===== src/verilog/rre_map.svh =====
// constants for the return and rotate execution block
`ifndef RRE_MAP_SVH
`define RRE_MAP_SVH
`define RRE_OPC_RETURN 14'h0008
`define RRE_OPC_LITRET_HI 6'h34
`define RRE_OPC_ROTL_HI 6'h0D
`define RRE_OPC_ROTR_HI 6'h0C
`define RRE_LIT_MSB 7
`define RRE_DATA_MSB 7
`define RRE_DEST_BIT 7
`define RRE_ADDR_MSB 6
`define RRE_OP_MSB 13
`define RRE_OP_LSB 8
`define RRE_RET_CYCLES 2'h2
`define RRE_RET_WAIT_INIT 2'h1
`define RRE_W_RESET 8'h00
`define RRE_C_RESET 1'b0
`endif


===== src/verilog/rre_pkg.sv =====
// types for the return and rotate execution block
`default_nettype none
package rre_pkg;
    typedef enum logic [2:0]
    {
        RRE_OP_NONE = 3'b000,
        RRE_OP_RETURN = 3'b001,
        RRE_OP_LITRET = 3'b010,
        RRE_OP_ROTL = 3'b011,
        RRE_OP_ROTR = 3'b100
    } rre_op_type;
    typedef enum logic [1:0]
    {
        RRE_ST_IDLE = 2'b00,
        RRE_ST_RET = 2'b01
    } rre_state_type;
endpackage
`default_nettype wire

===== src/verilog/rre_decode.sv =====
// instruction word decoder for return and rotate operations
`timescale 1ns/100ps
`default_nettype none
`include "rre_map.svh"
module rre_decode #(
    parameter int IW = 14
) (
    input wire logic [IW-1:0] instr,
    output var rre_pkg::rre_op_type op,
    output logic [7:0] literal,
    output logic [6:0] reg_addr,
    output logic dest_sel
);
    // ----------------------------------------
    // field extraction
    // ----------------------------------------
    assign literal = instr[`RRE_LIT_MSB:0];
    assign reg_addr = instr[`RRE_ADDR_MSB:0];
    assign dest_sel = instr[`RRE_DEST_BIT];
    // opcode match
    always_comb
    begin
        op = rre_pkg::RRE_OP_NONE;
        if (instr == `RRE_OPC_RETURN)
            op = rre_pkg::RRE_OP_RETURN;
        else if (instr[`RRE_OP_MSB:`RRE_OP_LSB] == `RRE_OPC_LITRET_HI)
            op = rre_pkg::RRE_OP_LITRET;
        else if (instr[`RRE_OP_MSB:`RRE_OP_LSB] == `RRE_OPC_ROTL_HI)
            op = rre_pkg::RRE_OP_ROTL;
        else if (instr[`RRE_OP_MSB:`RRE_OP_LSB] == `RRE_OPC_ROTR_HI)
            op = rre_pkg::RRE_OP_ROTR;
    end
endmodule
`default_nettype wire


===== src/verilog/rre_exec.sv =====
// execution of return, literal return and rotate-through-carry
`timescale 1ns/100ps
`default_nettype none
`include "rre_map.svh"
// Notes on behaviour
// - a plain return pops the stack into the program counter, touches no flag, takes two cycles.
// - a literal return loads its 8-bit immediate into the working register, flags untouched, two cycles.
// - a literal return also pops the stack and loads the saved address into the program counter.
// - rotate left moves old carry into bit 0 and old bit 7 into carry.
// - rotate right moves old carry into bit 7 and old bit 0 into carry.
// - rotate result goes to the working register when destination is 0, else back to the register.
// - rotates decode a 7-bit register address and a one-bit destination select.
module rre_exec #(
    parameter int PCW = 11,
    parameter int IW = 14
) (
    // clock, reset and enable
    input wire logic clock,
    input wire logic rstn,
    input wire logic ce,
    // instruction word and the operands it reads
    input wire logic instr_valid,
    input wire logic [IW-1:0] instr,
    input wire logic [PCW-1:0] stack_top_entry,
    input wire logic [7:0] reg_rdata,
    // return sequencing towards the stack and program counter
    output logic busy,
    output logic stack_pop,
    output logic pc_load,
    output logic [PCW-1:0] pc_value,
    // working register, carry and register write port
    output logic [7:0] w_out,
    output logic carry_out,
    output logic carry_we,
    output logic reg_we,
    output logic [6:0] reg_waddr,
    output logic [7:0] reg_wdata,
    // completion strobe
    output logic done
);
    // ----------------------------------------
    // internal signals
    // ----------------------------------------
    rre_pkg::rre_op_type op;
    rre_pkg::rre_state_type state_r;
    logic [7:0] literal;
    logic [6:0] addr;
    logic dest;
    logic [7:0] rot_res;
    logic rot_c;
    logic take;
    logic [7:0] rot_left;
    logic [7:0] rot_right;
    logic rot_right_sel;
    logic is_ret;
    logic is_rot;
    logic take_ret;
    logic take_lit;
    logic take_rot;
    // ----------------------------------------
    // decoder
    // ----------------------------------------
    rre_decode #(.IW(IW)) u_dec (
        .instr(instr),
        .op(op),
        .literal(literal),
        .reg_addr(addr),
        .dest_sel(dest)
    );
    // instruction accepted only when enabled and not in a return's second cycle
    assign take = ce && instr_valid && state_r == rre_pkg::RRE_ST_IDLE;
    // ----------------------------------------
    // operation classes
    // ----------------------------------------
    // both returns share the pop, the program counter load and the second cycle
    assign is_ret = op == rre_pkg::RRE_OP_RETURN || op == rre_pkg::RRE_OP_LITRET;
    // both rotates share the carry update and the write-back
    assign is_rot = op == rre_pkg::RRE_OP_ROTL || op == rre_pkg::RRE_OP_ROTR;
    assign rot_right_sel = op == rre_pkg::RRE_OP_ROTR;
    // qualified with take so a refused word starts nothing
    assign take_ret = take && is_ret;
    assign take_lit = take && op == rre_pkg::RRE_OP_LITRET;
    assign take_rot = take && is_rot;
    // ----------------------------------------
    // rotate datapath, one slice per bit
    // ----------------------------------------
    // the vacated end of either rotate takes the old carry
    for (genvar gi = 0; gi <= `RRE_DATA_MSB; gi++)
    begin : g_rot_bit
        if (gi == 0)
        begin : g_left_end
            assign rot_left[gi] = carry_out;
        end
        else
        begin : g_left_mid
            assign rot_left[gi] = reg_rdata[gi - 1];
        end
        if (gi == `RRE_DATA_MSB)
        begin : g_right_end
            assign rot_right[gi] = carry_out;
        end
        else
        begin : g_right_mid
            assign rot_right[gi] = reg_rdata[gi + 1];
        end
    end
    // direction select; the bit pushed out becomes the new carry
    assign rot_res = rot_right_sel ? rot_right : rot_left;
    assign rot_c = rot_right_sel ? reg_rdata[0] : reg_rdata[`RRE_DATA_MSB];
    // ----------------------------------------
    // sequencer: returns hold a second cycle
    // ----------------------------------------
    always_ff @(posedge clock or negedge rstn)
    begin
        if (!rstn)
            state_r <= rre_pkg::RRE_ST_IDLE;
        else if (ce)
        begin
            case (state_r)
                rre_pkg::RRE_ST_IDLE:
                    if (take_ret)
                        state_r <= rre_pkg::RRE_ST_RET;
                rre_pkg::RRE_ST_RET:
                    state_r <= rre_pkg::RRE_ST_IDLE;
                default:
                    state_r <= rre_pkg::RRE_ST_IDLE;
            endcase
        end
    end
    // ----------------------------------------
    // busy flag for second cycle of a return
    // ----------------------------------------
    always_ff @(posedge clock or negedge rstn)
    begin
        if (!rstn)
            busy <= 1'b0;
        else if (ce)
            busy <= take_ret;
    end
    // ----------------------------------------
    // stack pop and program counter load in second cycle, alongside busy
    // ----------------------------------------
    always_ff @(posedge clock or negedge rstn)
    begin
        if (!rstn)
        begin
            stack_pop <= 1'b0;
            pc_load <= 1'b0;
            pc_value <= '0;
        end
        else if (ce)
        begin
            stack_pop <= take_ret;
            pc_load <= take_ret;
            if (take_ret)
                pc_value <= stack_top_entry;
        end
    end
    // ----------------------------------------
    // working register
    // ----------------------------------------
    always_ff @(posedge clock or negedge rstn)
    begin
        if (!rstn)
            w_out <= `RRE_W_RESET;
        else if (ce && take)
        begin
            if (take_lit)
                w_out <= literal;
            else if ((op == rre_pkg::RRE_OP_ROTL || op == rre_pkg::RRE_OP_ROTR) && !dest)
                w_out <= rot_res;
        end
    end
    // ----------------------------------------
    // carry flag, the only flag rotates touch
    // ----------------------------------------
    always_ff @(posedge clock or negedge rstn)
    begin
        if (!rstn)
        begin
            carry_out <= `RRE_C_RESET;
            carry_we <= 1'b0;
        end
        else if (ce)
        begin
            carry_we <= take_rot;
            if (take_rot)
                carry_out <= rot_c;
        end
    end
    // ----------------------------------------
    // register write-back
    // ----------------------------------------
    always_ff @(posedge clock or negedge rstn)
    begin
        if (!rstn)
        begin
            reg_we <= 1'b0;
            reg_waddr <= '0;
            reg_wdata <= '0;
        end
        else if (ce)
        begin
            reg_we <= take_rot && dest;
            if (take)
            begin
                reg_waddr <= addr;
                reg_wdata <= rot_res;
            end
        end
    end
    // ----------------------------------------
    // completion strobe: rotates at once, returns after second cycle
    // ----------------------------------------
    always_ff @(posedge clock or negedge rstn)
    begin
        if (!rstn)
            done <= 1'b0;
        else if (ce)
            done <= (take && !is_ret)
                || state_r == rre_pkg::RRE_ST_RET;
    end
endmodule
`default_nettype wire


===== config.mk =====
export PLATFORM = sky130hd
export DESIGN_NAME = rre_exec
export DESIGN_NICKNAME = d
export VERILOG_FILES = /design/src/verilog/rre_pkg.sv /design/src/verilog/rre_decode.sv /design/src/verilog/rre_exec.sv
export VERILOG_INCLUDE_DIRS = /design/src /design/src/verilog
export SDC_FILE = /design/constraint.sdc
export NUM_CORES = 1
export LEC_CHECK = 0
export BUFFER_PORTS_ARGS = -buffer_cell sky130_fd_sc_hd__buf_4
export CAP_MARGIN = 20
export CORE_ASPECT_RATIO = 0.9
export CORE_UTILIZATION = 51
export DETAILED_ROUTE_END_ITERATION = 10
export PLACE_DENSITY_LB_ADDON = 0.1
export SLEW_MARGIN = 20
export SYNTH_ARGS = -nofsm -noshare
export SYNTH_HDL_FRONTEND = slang
export SYNTH_SLANG_ARGS = --single-unit

===== constraint.sdc =====
create_clock -name clock -period 4.1 [get_ports clock]
set_input_delay 0 -clock clock [delete_from_list [all_inputs] [get_ports clock]]
set_output_delay 0 -clock clock [all_outputs]
set_load 0.05 [all_outputs]

Word level (Yosys, flattened, before mapping). Cells that the tools add are included. W data, S select, Z words.

Mux-type cells: 10. Equality and inequality tests: 10. Add/subtract/negate cells: 0. Shift-type cells: 0. Bitwise operators: 0. Magnitude comparators: 0. Div/mod/pow operators: 0. Multipliers: 0. Reduce and logical (&&, ||, !) cells: 21.

Operators with widths (count): $mux W8 (3); $eq A14 B4 Y1 const B (1); $eq A6 B4 Y1 const B (2); $mux W3 (4); $reduce_and A2 Y1 (5); $logic_and A1 B1 Y1 (9); $eq A3 B2 Y1 const B (2); $eq A6 B6 Y1 const B (1); $mux W2 (2); $eq A3 B1 Y1 const B (1); $eq A3 B3 Y1 const B (1); $logic_or A1 B1 Y1 (3); $eq A2 B1 Y1 const B (1); $logic_not A1 Y1 (2); $logic_not A2 Y1 (1); $ne A2 B2 Y1 const B (1); $reduce_bool A2 Y1 (1); $mux W1 (1).

Memories kept: 0. Memory bits (read-only): 0. Bits in latches: 0. Output and inout bits: 41. Memory bits (writable): 0. Register bits: 41.

Depth between registers and ports, before layout.
Word-level depth: 10. Gate-level depth with buffers: 6. Mapped depth without buffers: 4.

Cells and area by module. A second synthesis with hierarchy kept.

Cell total of the unflattened synthesis: 168. Area total of the unflattened synthesis: 1936.9 um^2.

By module, submodules not included: rre_exec (cells an instance 140, seq. area each 1001.0 um^2, area each 1735.4 um^2, instances 1); rre_decode (cells an instance 28, seq. area each 0.0 um^2, area each 201.4 um^2, instances 1).

Worst setup path before layout. OpenSTA, ideal clock, no wires.

Kind: register to register. Start: reg state_r[0]. End: reg w_out[7]. Slack: 2.570 ns. Setup time: 0.129 ns. Cell stages (with the launch flop): 6. Period minus slack after synthesis: 1.530 ns. Data arrival time: 1.401 ns. Cells stage by stage: dfrtp_1 -> nand3b_4 -> or4_4 -> buf_6 -> nor2_2 -> a211oi_2.

Cells in the longest elaborated chain, start to end: 5. Elaborated cells between the ends (all ways): 7.

RTL lines: from (decl) (RTL line rre_exec.sv:45) `rre_pkg::rre_state_type state_r;`; from (signal assigned) (RTL line rre_exec.sv:116) `state_r <= rre_pkg::RRE_ST_IDLE;`; from (signal assigned) (RTL line rre_exec.sv:122) `state_r <= rre_pkg::RRE_ST_RET;`; from (signal assigned) (RTL line rre_exec.sv:124) `state_r <= rre_pkg::RRE_ST_IDLE;`; $logic_not A2 Y1 * (RTL line rre_exec.sv:71) `assign take = ce && instr_valid && state_r == rre_pkg::RRE_ST_IDLE;`; $logic_and A1 B1 Y1 * (RTL line rre_exec.sv:71); $logic_and A1 B1 Y1 (RTL line rre_exec.sv:82) `assign take_lit = take && op == rre_pkg::RRE_OP_LITRET;`; $reduce_bool A2 Y1 (no source line); $reduce_and A2 Y1 (no source line); to (signal assigned) (RTL line rre_exec.sv:165) `` w_out <= `RRE_W_RESET; ``; to (signal assigned) (RTL line rre_exec.sv:169) `w_out <= literal;`; to (signal assigned) (RTL line rre_exec.sv:171) `w_out <= rot_res;`; to (decl) (RTL line rre_exec.sv:32) `output logic [7:0] w_out,`.

Every way passes the cells marked *; elsewhere a longest branch is shown, timed or not. A chain may end at the register's enable or synchronous reset.

Final worst setup path.
Start: reg state_r[0]. End: reg w_out[2].

Same word-level chain as after synthesis.

==> results.json <==
{
  "crit_fanout": 28,
  "synth_seq_cells": 40,
  "tightest_slew_ns": 0.885,
  "preCtsSetupSlack_ns": 1.96,
  "vdd_drop_max_uv": 295,
  "synthArstFlopShare_pct": 100,
  "syn_area_sq_um": 1880,
  "synth_seq_area_share_pct": 53.3,
  "hold_class": "in2reg",
  "path_clk_slew_ns": 0.07,
  "layout_min_cycle_time_ns": 2.13,
  "firstDrtPassIters": 5,
  "grt_max_degree": 41,
  "p_comb_share_pct": 34.9,
  "ios": 78,
  "numCtsBuffers": 5,
  "wl_per_cell_um": 16.0,
  "fin_setup_tns_ns": 0,
  "finalHoldViolCount": 0,
  "cp-startpoint": "state_r[0]$_DFFE_PN0P_",
  "start_util_pct": 54.3,
  "cts_resized": 0,
  "p_leak_nw": 1.39,
  "max_cap_violations": 0,
  "clockBufferDepth": 2,
  "drv_slew": 0,
  "ys.flop_type": "dfrtp_1",
  "nets": 290,
  "hold_start": "instr[7]",
  "viasPerCell": 5.57,
  "crit_required_ns": 4.27,
  "status": "complete, no violations",
  "hpwl_um": 3380,
  "syn_nets": 196,
  "cp_data_arrival_time_ns": 2.30,
  "area_delta_synth_final_pct": 45.7,
  "rows": 20,
  "die_area_sq_um": 3930,
  "grt-ovfl-total": 0,
  "drive_above_1_share_pct": 45.7,
  "setup_viol": 0,
  "wirelength_um": 4760,
  "rsz0062_at_grt": "false",
  "core_area_sq_um": 3450,
  "relSlewSlack_pct": 40.6,
  "p_switching_w": 0.000409,
  "antenna_found_initial": 0,
  "die_w_um": 65.9,
  "clk_latency_ns": 0.28,
  "die_h_um": 59.6,
  "postRouteAntennaNets": 0,
  "synth-edff-count": 0,
  "cts_tree": "done",
  "pwr-share-seq_pct": 42.1,
  "start_kind": "flip-flop",
  "drt_first_iter_violations": 78,
  "clock.fmax_mhz": 470,
  "finalCritPeriodShare_pct": 51.9,
  "cellInternalPower_w": 0.000720,
  "layout_common_cells": "77 x buf_4, 40 x dfrtp_1, 20 x dlygate4sd3_1, 18 x mux2_2, 10 x a21o_1",
  "avgSynthCellArea_sq_um": 11.8,
  "place_congestion": 0.872,
  "switching_share_pct": 36.2,
  "grt_pass1_vias": 1617,
  "num_vias": 1659,
  "htreeDepth": 2,
  "worst_slack_ns": 1.97,
  "power_frac_clock_pct": 22.9,
  "grt_usage_pct": 25.9,
  "grt_pass1_wl_um": 7460,
  "r2r_start": "state_r[0]$_DFFE_PN0P_",
  "synth_cells": 159,
  "synth_cell_types": 33,
  "drc": 0,
  "final_common_cell": "buf_4",
  "path_class": "reg2reg",
  "portBuffers": 77,
  "powerDensity_nw_per_um2": 413,
  "skew_ns": 0.00545,
  "yosys_warnings": 0,
  "end_kind": "flip-flop",
  "diodes": 0,
  "cts_sinks": 40,
  "clock-root-buffer": "clkbuf_8"
}
==> logic make-up after synthesis <==
logic type | synth area share [%]
flops | 53.3
simple gates | 15.1
mux | 11.9
buf+inv | 4.07
compound gates | 15.6
==> worst max-delay path: stages (launching register included) <==
cell      delay (ns)
dfrtp_1         0.40
nand3b_4        0.39
nor4_4          0.84
and3_1          0.29
o21ai_1         0.08
==> synth_stat cells, types with 4 or more instances <==
library cell / number / area [sq um]
a21o_1: 10 / 75.1
a21oi_1: 9 / 45.0
and3_1: 7 / 43.8
dfrtp_1: 40 / 1000
mux2_2: 18 / 203
nand2_1: 9 / 33.8
nand3_1: 8 / 40.0
nor3_1: 4 / 20.0
o21ai_0: 8 / 40.0
o21ai_1: 7 / 35.0
o21ai_2: 7 / 61.3
==> worst paths after layout <==
kind,slack (ns),endpoint,cells past startpoint
worst max register to register,1.97,w_out[2]$_DFFE_PN0P_,4
worst min-delay path,0.01,reg_we$_DFFE_PN0P_,2
worst max-delay path,1.97,w_out[2]$_DFFE_PN0P_,4
max in group asynchronous,3.54,reg_waddr[0]$_DFFE_PN0P_,2
min in group asynchronous,0.23,pc_value[2]$_DFFE_PN0P_,2
worst min register to register,0.48,reg_wdata[5]$_DFFE_PN0P_,1
==> per-layer routing <==
layer / part of all wire (%) / GRT usage, % / vias up
met1: 44 / 33.5 / 805
met3: 6.1 / 4.62 / 8
met4: 1.2 / 8.21 / 0
li1: - / - / 770
met2: 49 / 44.2 / 76
met5: 0 / 0 / -
==> stage by stage <==
step	total power, W	area [sq um]	instances	hold WS (ns)	utilization (%)
final	0.00113	2730	298	0.0137	79.2
after global routing	0.00117	2730	298	0.0186	79.2
after CTS	0.00113	2730	298	0.0104	79.0
after detailed placement	0.000860	2440	270	0.00105	70.6
after global placement	0.000853	2440	270	-0.00930	70.6
after floorplan	0.000720	1880	159	-0.296	-
==> state kept, by name, indices dropped and copies added, names as in the netlist <==
| register | flops |
|---|---|
| pc_load | 1 |
| carry_we | 1 |
| reg_wdata | 8 |
| done | 1 |
| carry_out | 1 |
| w_out | 8 |
| reg_we | 1 |
| state_r | 1 |
| reg_waddr | 7 |
| pc_value | 11 |
==> power by group through the flow <==
stage	Clock (W)	Combinational [W]	Sequential [W]
3_5_place_dp	0	0.000379	0.000482
3_3_place_gp	0	0.000374	0.000479
6_report	0.000259	0.000395	0.000476
2_1_floorplan	0	0.0000688	0.000651
5_1_grt	0.000281	0.000413	0.000481
4_1_cts	0.000266	0.000394	0.000475
==> repair_timing <==
action,4_1_cts,5_1_grt
hold buffers,20,0
setup buffers,0,0
endpoints found under the hold margin,66,0
==> final cells by class <==
type / count / area [sq um]
Clock buffer: 8 / 90.1
Fill cell: 212 / 719
Inverter: 1 / 3.75
Multi-Input combinational cell: 108 / 806
Sequential cell: 40 / 1000
Tap cell: 44 / 55.1
Timing Repair Buffer: 97 / 778
Note: power is estimated with default switching activity, not from simulation.
